<file path="config.mk">
export PLATFORM = sky130hd
export DESIGN_NAME = tpg_gpio
export DESIGN_NICKNAME = d
export VERILOG_FILES = /design/src/rtl/tpg_gpio.v
export VERILOG_INCLUDE_DIRS = /design/src /design/src/inc
export SDC_FILE = /design/constraint.sdc
export NUM_CORES = 1
export LEC_CHECK = 0
export CAP_MARGIN = 30
export CORE_MARGIN = 2
export CORE_UTILIZATION = 50
export DETAILED_ROUTE_END_ITERATION = 8
export DONT_BUFFER_PORTS = 1
export HOLD_SLACK_MARGIN = 0.06
export PLACE_DENSITY_LB_ADDON = 0.15
export SLEW_MARGIN = 15
export SYNTH_ARGS = -nofsm -noshare
export SYNTH_HDL_FRONTEND = slang
export SYNTH_SLANG_ARGS = --single-unit
export TNS_END_PERCENT = 100
</file>
<file path="constraint.sdc">
create_clock -name clk_i -period 1.9 [get_ports clk_i]
set_input_delay 0.38 -clock clk_i [delete_from_list [all_inputs] [get_ports clk_i]]
set_output_delay 0.38 -clock clk_i [all_outputs]
set_load 0.01 [all_outputs]
</file>
<file path="src/inc/tpg_regs.vh">
`ifndef TPG_REGS_VH
`define TPG_REGS_VH

// ----------------------------------------------------------------------------
// Register addresses
// ----------------------------------------------------------------------------
`define TPG_ADDR_W             16
`define TPG_DATA_W             8
`define TPG_ADDR_A_ALT_SEL     16'h7F93
`define TPG_ADDR_B_ALT_SEL     16'h7F94
`define TPG_ADDR_C_ALT_SEL     16'h7F95
`define TPG_ADDR_A_OUT_LATCH   16'h7F96
`define TPG_ADDR_B_OUT_LATCH   16'h7F97
`define TPG_ADDR_C_OUT_LATCH   16'h7F98
`define TPG_ADDR_A_PIN_LEVELS  16'h7F99
`define TPG_ADDR_B_PIN_LEVELS  16'h7F9A
`define TPG_ADDR_C_PIN_LEVELS  16'h7F9B
`define TPG_ADDR_A_DRIVE_EN    16'h7F9C
`define TPG_ADDR_B_DRIVE_EN    16'h7F9D
`define TPG_ADDR_C_DRIVE_EN    16'h7F9E

// ----------------------------------------------------------------------------
// Reset values
// ----------------------------------------------------------------------------
`define TPG_RST_OUT_LATCH      8'h00
`define TPG_RST_DRIVE_EN       8'h00
`define TPG_RST_ALT_SEL        8'h00
`define TPG_RD_UNMAPPED        8'h00

`endif

</file>
<file path="src/rtl/tpg_gpio.v">
// The plain strobed port was decided locally.
`include "tpg_regs.vh"

// Behaviour
// RULE1 - Drive pin from latch when enabled, not alternate
// RULE2 - Latch keeps written value while driver off
// RULE3 - Pin-level read returns live pins always
// RULE4 - Enable bit one turns the pin driver on
// RULE5 - Alternate select overrides the enable bit
// RULE6 - Three read/write output latches, reset zero
// RULE7 - Pin-level registers read-only, writes ignored
// RULE8 - Read/write drive-enable registers per port
// RULE9 - Select zero keeps GPIO, one routes peripheral
module tpg_gpio (
  input  wire                     clk_i,
  input  wire                     sys_rst_i,
  input  wire [`TPG_ADDR_W-1:0]   addr_i,
  input  wire [`TPG_DATA_W-1:0]   wdata_i,
  input  wire                     wr_i,
  input  wire                     rd_i,
  output reg  [`TPG_DATA_W-1:0]   rdata_o,
  input  wire [7:0]               port_a_pin_i,
  input  wire [7:0]               port_b_pin_i,
  input  wire [7:0]               port_c_pin_i,
  output reg  [7:0]               port_a_pin_o,
  output reg  [7:0]               port_b_pin_o,
  output reg  [7:0]               port_c_pin_o,
  output reg  [7:0]               port_a_pin_oe_o,
  output reg  [7:0]               port_b_pin_oe_o,
  output reg  [7:0]               port_c_pin_oe_o,
  input  wire [7:0]               port_a_alt_out_i,
  input  wire [7:0]               port_b_alt_out_i,
  input  wire [7:0]               port_c_alt_out_i,
  input  wire [7:0]               port_a_alt_oe_i,
  input  wire [7:0]               port_b_alt_oe_i,
  input  wire [7:0]               port_c_alt_oe_i
);

  // --------------------------------------------------------------------------
  // Software-visible state and next-value signals
  // --------------------------------------------------------------------------
  reg  [7:0] port_a_output_latch_q;
  reg  [7:0] port_b_output_latch_q;
  reg  [7:0] port_c_output_latch_q;
  reg  [7:0] port_a_drive_enable_q;
  reg  [7:0] port_b_drive_enable_q;
  reg  [7:0] port_c_drive_enable_q;
  reg  [7:0] port_a_alt_sel_q;
  reg  [7:0] port_b_alt_sel_q;
  reg  [7:0] port_c_alt_sel_q;
  reg  [7:0] rdata_d;
  reg  [7:0] port_a_pin_d;
  reg  [7:0] port_b_pin_d;
  reg  [7:0] port_c_pin_d;
  reg  [7:0] port_a_pin_oe_d;
  reg  [7:0] port_b_pin_oe_d;
  reg  [7:0] port_c_pin_oe_d;

  // --------------------------------------------------------------------------
  // Pin steering helpers
  // --------------------------------------------------------------------------
  // Per pin: alternate select picks the peripheral, otherwise the latch.
  function [7:0] pin_value;
    input [7:0] sel;
    input [7:0] latch;
    input [7:0] alt;
    begin
      pin_value = (sel & alt) | (~sel & latch); // [RULE1] [RULE9]
    end
  endfunction

  // Per pin: the enable bit only counts while the pin is in GPIO use.
  function [7:0] pin_enable;
    input [7:0] sel;
    input [7:0] en;
    input [7:0] alt_en;
    begin
      pin_enable = (sel & alt_en) | (~sel & en); // [RULE4] [RULE5] [RULE9]
    end
  endfunction

  // --------------------------------------------------------------------------
  // Write decode
  // --------------------------------------------------------------------------
  // One strobe qualified by one exact address; pin-level and unmapped
  // addresses get no enable, so writes to them fall away.
  // The bus never waits, so each enable lasts exactly one cycle.
  function strobe_hit;
    input                   strobe;
    input [`TPG_ADDR_W-1:0] addr;
    input [`TPG_ADDR_W-1:0] target;
    begin
      strobe_hit = strobe & (addr == target); // [RULE7]
    end
  endfunction

  wire port_a_latch_we = strobe_hit(wr_i, addr_i, `TPG_ADDR_A_OUT_LATCH);
  wire port_b_latch_we = strobe_hit(wr_i, addr_i, `TPG_ADDR_B_OUT_LATCH);
  wire port_c_latch_we = strobe_hit(wr_i, addr_i, `TPG_ADDR_C_OUT_LATCH);
  wire port_a_en_we    = strobe_hit(wr_i, addr_i, `TPG_ADDR_A_DRIVE_EN);
  wire port_b_en_we    = strobe_hit(wr_i, addr_i, `TPG_ADDR_B_DRIVE_EN);
  wire port_c_en_we    = strobe_hit(wr_i, addr_i, `TPG_ADDR_C_DRIVE_EN);
  wire port_a_sel_we   = strobe_hit(wr_i, addr_i, `TPG_ADDR_A_ALT_SEL);
  wire port_b_sel_we   = strobe_hit(wr_i, addr_i, `TPG_ADDR_B_ALT_SEL);
  wire port_c_sel_we   = strobe_hit(wr_i, addr_i, `TPG_ADDR_C_ALT_SEL);

  // --------------------------------------------------------------------------
  // Port A registers
  // --------------------------------------------------------------------------
  // Latches are written regardless of the enable so that software can
  // preload a level before turning the driver on, avoiding a glitch.
  always @(posedge clk_i)
  begin
    if (sys_rst_i)
      port_a_output_latch_q <= `TPG_RST_OUT_LATCH; // [RULE6]
    else if (port_a_latch_we)
      port_a_output_latch_q <= wdata_i; // [RULE2] [RULE6]
  end

  always @(posedge clk_i)
  begin
    if (sys_rst_i)
      port_a_drive_enable_q <= `TPG_RST_DRIVE_EN;
    else if (port_a_en_we)
      port_a_drive_enable_q <= wdata_i; // [RULE8]
  end

  // The select takes the pin over one edge after the register is written, whatever the enable.
  always @(posedge clk_i)
  begin
    if (sys_rst_i)
      port_a_alt_sel_q <= `TPG_RST_ALT_SEL;
    else if (port_a_sel_we)
      port_a_alt_sel_q <= wdata_i; // [RULE9]
  end

  // --------------------------------------------------------------------------
  // Port B registers
  // --------------------------------------------------------------------------
  always @(posedge clk_i)
  begin
    if (sys_rst_i)
      port_b_output_latch_q <= `TPG_RST_OUT_LATCH; // [RULE6]
    else if (port_b_latch_we)
      port_b_output_latch_q <= wdata_i; // [RULE2] [RULE6]
  end

  always @(posedge clk_i)
  begin
    if (sys_rst_i)
      port_b_drive_enable_q <= `TPG_RST_DRIVE_EN;
    else if (port_b_en_we)
      port_b_drive_enable_q <= wdata_i; // [RULE8]
  end

  always @(posedge clk_i)
  begin
    if (sys_rst_i)
      port_b_alt_sel_q <= `TPG_RST_ALT_SEL;
    else if (port_b_sel_we)
      port_b_alt_sel_q <= wdata_i; // [RULE9]
  end

  // --------------------------------------------------------------------------
  // Port C registers
  // --------------------------------------------------------------------------
  always @(posedge clk_i)
  begin
    if (sys_rst_i)
      port_c_output_latch_q <= `TPG_RST_OUT_LATCH; // [RULE6]
    else if (port_c_latch_we)
      port_c_output_latch_q <= wdata_i; // [RULE2] [RULE6]
  end

  always @(posedge clk_i)
  begin
    if (sys_rst_i)
      port_c_drive_enable_q <= `TPG_RST_DRIVE_EN;
    else if (port_c_en_we)
      port_c_drive_enable_q <= wdata_i; // [RULE8]
  end

  always @(posedge clk_i)
  begin
    if (sys_rst_i)
      port_c_alt_sel_q <= `TPG_RST_ALT_SEL;
    else if (port_c_sel_we)
      port_c_alt_sel_q <= wdata_i; // [RULE9]
  end

  // --------------------------------------------------------------------------
  // Register reads
  // --------------------------------------------------------------------------
  always @*
  begin
    case (addr_i)
      `TPG_ADDR_A_OUT_LATCH:  rdata_d = port_a_output_latch_q;
      `TPG_ADDR_B_OUT_LATCH:  rdata_d = port_b_output_latch_q;
      `TPG_ADDR_C_OUT_LATCH:  rdata_d = port_c_output_latch_q;
      `TPG_ADDR_A_PIN_LEVELS: rdata_d = port_a_pin_i; // [RULE3] [RULE7]
      `TPG_ADDR_B_PIN_LEVELS: rdata_d = port_b_pin_i; // [RULE3] [RULE7]
      `TPG_ADDR_C_PIN_LEVELS: rdata_d = port_c_pin_i; // [RULE3] [RULE7]
      `TPG_ADDR_A_DRIVE_EN:   rdata_d = port_a_drive_enable_q;
      `TPG_ADDR_B_DRIVE_EN:   rdata_d = port_b_drive_enable_q;
      `TPG_ADDR_C_DRIVE_EN:   rdata_d = port_c_drive_enable_q;
      `TPG_ADDR_A_ALT_SEL:    rdata_d = port_a_alt_sel_q;
      `TPG_ADDR_B_ALT_SEL:    rdata_d = port_b_alt_sel_q;
      `TPG_ADDR_C_ALT_SEL:    rdata_d = port_c_alt_sel_q;
      default:                rdata_d = `TPG_RD_UNMAPPED;
    endcase
  end

  // Read data stands only in the cycle after the strobe; zero otherwise.
  always @(posedge clk_i)
  begin
    if (sys_rst_i)
      rdata_o <= `TPG_RD_UNMAPPED;
    else if (rd_i)
      rdata_o <= rdata_d;
    else
      rdata_o <= `TPG_RD_UNMAPPED;
  end

  // --------------------------------------------------------------------------
  // Port A pin driver
  // --------------------------------------------------------------------------
  // Registered so every output comes from a flop; pins follow the
  // registers and the peripheral signals one cycle late.
  always @*
  begin
    port_a_pin_d    = pin_value(port_a_alt_sel_q, port_a_output_latch_q,
                                port_a_alt_out_i); // [RULE1]
    port_a_pin_oe_d = pin_enable(port_a_alt_sel_q, port_a_drive_enable_q,
                                 port_a_alt_oe_i); // [RULE4] [RULE5]
  end

  // Reset mirrors the register reset values: GPIO use, latch low and
  // driver off, so no pin is driven before software has set it up.
  always @(posedge clk_i)
  begin
    if (sys_rst_i)
    begin
      port_a_pin_o    <= `TPG_RST_OUT_LATCH;
      port_a_pin_oe_o <= `TPG_RST_DRIVE_EN;
    end
    else
    begin
      port_a_pin_o    <= port_a_pin_d; // [RULE1]
      port_a_pin_oe_o <= port_a_pin_oe_d; // [RULE2] [RULE4] [RULE5]
    end
  end

  // --------------------------------------------------------------------------
  // Port B pin driver
  // --------------------------------------------------------------------------
  always @*
  begin
    port_b_pin_d    = pin_value(port_b_alt_sel_q, port_b_output_latch_q,
                                port_b_alt_out_i); // [RULE1]
    port_b_pin_oe_d = pin_enable(port_b_alt_sel_q, port_b_drive_enable_q,
                                 port_b_alt_oe_i); // [RULE4] [RULE5]
  end

  always @(posedge clk_i)
  begin
    if (sys_rst_i)
    begin
      port_b_pin_o    <= `TPG_RST_OUT_LATCH;
      port_b_pin_oe_o <= `TPG_RST_DRIVE_EN;
    end
    else
    begin
      port_b_pin_o    <= port_b_pin_d; // [RULE1]
      port_b_pin_oe_o <= port_b_pin_oe_d; // [RULE2] [RULE4] [RULE5]
    end
  end

  // --------------------------------------------------------------------------
  // Port C pin driver
  // --------------------------------------------------------------------------
  always @*
  begin
    port_c_pin_d    = pin_value(port_c_alt_sel_q, port_c_output_latch_q,
                                port_c_alt_out_i); // [RULE1]
    port_c_pin_oe_d = pin_enable(port_c_alt_sel_q, port_c_drive_enable_q,
                                 port_c_alt_oe_i); // [RULE4] [RULE5]
  end

  always @(posedge clk_i)
  begin
    if (sys_rst_i)
    begin
      port_c_pin_o    <= `TPG_RST_OUT_LATCH;
      port_c_pin_oe_o <= `TPG_RST_DRIVE_EN;
    end
    else
    begin
      port_c_pin_o    <= port_c_pin_d; // [RULE1]
      port_c_pin_oe_o <= port_c_pin_oe_d; // [RULE2] [RULE4] [RULE5]
    end
  end

endmodule // tpg_gpio

</file>
==> reports/qor.csv <==
stage;metric;value;unit
status;status;finished clean;
logic_synthesis;Ys Warns;0;
sta;final number of max-transition violations;0;
critical_path;crit path max fanout;10;
critical_path;Critical Path RT;2.32;ns
critical_path;Buffers & Inverters on Critical Path;3;
finish;nets;729;
routing;DRT iter0 DRCs;222;
global_route;largest net degree at the start of global routing;84;
floorplan;core area;10700;sq um
power;Pwr Density;866;nW/um^2
logic_synthesis;Post-synth top cells;dfxtp_1, mux2i_1, nor2_1, clkbuf_1, a22o_1;
logic_synthesis;Main synth FF type;dfxtp_1;
logic_synthesis;Yosys reg bits;128;
logic_synthesis;Synth top area share;46.8;%
place;routability cong.;0.894;
floorplan;Rows;38;
logic_synthesis;EDFF count, synth;0;
routing;via density per instance;5.81;
routing;DR WL/cell;20.7;um
power;Pleak;2.90;nW
logic_synthesis;leading post-synthesis cells by cell area;dfxtp_1, mux2i_1, nor2_1;
clock_network;CTS tree;yes;
floorplan;Die Y;109;um
power;overall power;6.14;mW
clock_network;worst skew pair latency;0.53;ns
clock_network;Num Clock Sinks;128;
critical_path;critical path type;in2reg;
critical_path;Arr. time, crit path;2.31;ns
floorplan;Initial Util;51.0;%
critical_path;critical path's top delay family;buffers and inverters;
finish;share of cells above drive strength 1;12.2;%
logic_synthesis;sequential-to-total area share from yosys stat;46.8;%
global_route;initial antenna violation count;0;
worst_hold_path;Hold WC Path Type;in2reg;
clock_network;CTS Buf Count;17;
place;I/O Buffers;0;
global_route;vias in the first global route;4604;
sta;Max-slew headroom;56.2;%
routing;via count;4531;
place;DP Area;5660;sq um
global_route;total gr overflow;0;
logic_synthesis;largest area contributor in the netlist;dfxtp_1;
routing;DRC violations left;0;
logic_synthesis;post-synth cell types;40;
critical_path;Setup crit start kind;primary input;
power;VDD IR max;0.000556;V
flow_run;# Max-Cap Violations;0;
critical_path;Setup crit end kind;register;
clock_network;H-tree depth;4;
sta;final setup vio count;0;
critical_path;crit-path cells;nand4b_1 > nor3_4 > buf_12 > and4_4 > buf_12 > mux2i_1 > nor2_1 > dlygate4sd3_1;
finish;Final Instance Area;7100;sq um
logic_synthesis;Syn Inst Count;551;
finish;n_diodes;0;
clock_network;Worst-path clk slew;0.06;ns
floorplan;chip width;109;um
routing;Initial DRT Pass Iterations;4;
critical_path;most used cell, CP;buf_12;
clock_network;buffer depth of the longest clock path;2;
sta;fin crit share;99.7;%
place;Place WS;-0.0117;ns
finish;Area Growth Syn to Fin;29.6;%
floorplan;Die Area;11800;sq um
critical_path;CP max stage cell;dlygate4sd3_1;
sta;crit path time final;1.89;ns
logic_synthesis;most common cell in the netlist;dfxtp_1;
floorplan;IO Pins;156;
place;Post-DP HPWL;10600;um
sta;setup TNS;0;ns
global_route;first-pass GRT wire length;24500;um
global_route;gr usage total;27.8;%
critical_path;crit-path max cell delay;0.55;ns
logic_synthesis;Avg Inst Size Synth;9.94;sq um
sta;clk_skew;0.00588;ns
sta;final setup margin;0.00571;ns
logic_synthesis;Syn Std Cell Area;5480;sq um
sta;unrepaired setup endpoints after global routing;no;
logic_synthesis;Synth async-reset ratio;0;%
logic_synthesis;Post-Syn Nets;651;
sta;Final Hold Vio Count;0;
sta;FMAX;528;MHz
sta;Worst Tran Pin Value;0.656;ns
routing;Total Wirelength;16100;um
clock_network;root buf cell;clkbuf_8;
routing;post-route ant nets;0;
sta;worst hold slack;0.0681;ns
## where the power goes
group | leakage, nW | total [mW] | internal, mW | switching (mW)
logic | 1.60 | 0.225 | 0.113 | 0.112
registers | 1.03 | 2.68 | 2.68 | 0.0000222
clock network | 0.272 | 3.24 | 2.02 | 1.21
## per-stage QoR
stage	instances	util [%]
after floorplan	551	-
after global placement	668	52.7
after detailed placement	668	52.7
after CTS	779	65.9
after global routing	780	66.0
final	780	66.0
## worst register-to-register path, delay by kind of cell (launching register included)
kind | cells | cell delay (ns)
mux | 1 | 0.23
simple gates | 1 | 0.06
buf+inv | 1 | 0.55
flops | 1 | 0.46
## cell usage in the layout, fill, tap and decap left out, drive strengths merged, types with 7 or more instances in the layout
master       Yosys  final
mux2i          114    114
dfxtp          128    128
buf             14     21
nor2           114    114
nand3           14     14
a22o            21     21
a22oi           19     19
nand4            7      7
nand2           18     18
clkbuf          28     18
a21oi           11     11
dlygate4sd3      0     80
mux2             9      9
## path summary, 6_finish.rpt
| kind | end | cells after the start | slack [ns] | startpoint |
|---|---|---|---|---|
| setup / recovery | port_c_drive_enable_q[3] | 8 | 0.006 | addr_i[15] |
| hold / removal | rdata_o[3] | 2 | 0.07 | addr_i[2] |
| setup reg to reg | port_b_pin_oe_o[6] | 3 | 0.48 | port_b_alt_sel_q[6] |
| hold reg to reg | port_a_alt_sel_q[6] | 2 | 0.53 | port_a_alt_sel_q[6] |
## flip-flops by register name, indices dropped and copies added, names as in the netlist
register,flops
port_c_pin_o,8
port_a_pin_o,8
port_c_drive_enable_q,8
port_b_pin_oe_o,8
port_b_pin_o,8
rdata_o,8
port_c_alt_sel_q,8
port_a_output_latch_q,8
port_b_alt_sel_q,8
port_b_output_latch_q,8
port_b_drive_enable_q,8
port_a_pin_oe_o,8
port_a_drive_enable_q,8
port_c_output_latch_q,8
port_c_pin_oe_o,8
port_a_alt_sel_q,8
## routing by layer
metal  share of wire, %  GRT usage, %
met1                 39          31.2
met2                 51          48.6
met3                6.7          8.31
met4                3.3          12.7
met5                  0             0
## layout make-up
type | instances | area, sq um
clock inverter | 12 | 163
fill | 892 | 3650
timing repair buffer | 101 | 1030
clock buffer | 18 | 428
multi-input combinational | 381 | 2740
tap | 140 | 175
sequential | 128 | 2560
## repair_timing
| action | CTS | global route |
|---|---|---|
| hold endpoints to repair | 120 | 0 |
| hold buffers | 81 | 0 |
| buffers inserted | 0 | 1 |
| setup endpoints to repair | 0 | 6 |
| resized for setup | 0 | 2 |
## kinds of logic (layout without fill, tap and decap cells)
group	Yosys count	after routing	share of synthesized area (%)
buffers and inverters	42	131	3.31
DFF	128	128	46.8
muxes	123	123	22.7
and+or+nand+nor	184	184	17.0
AOI/OAI and AO/OA	74	74	10.3
No activity file was read; power rests on OpenSTA's default activity.
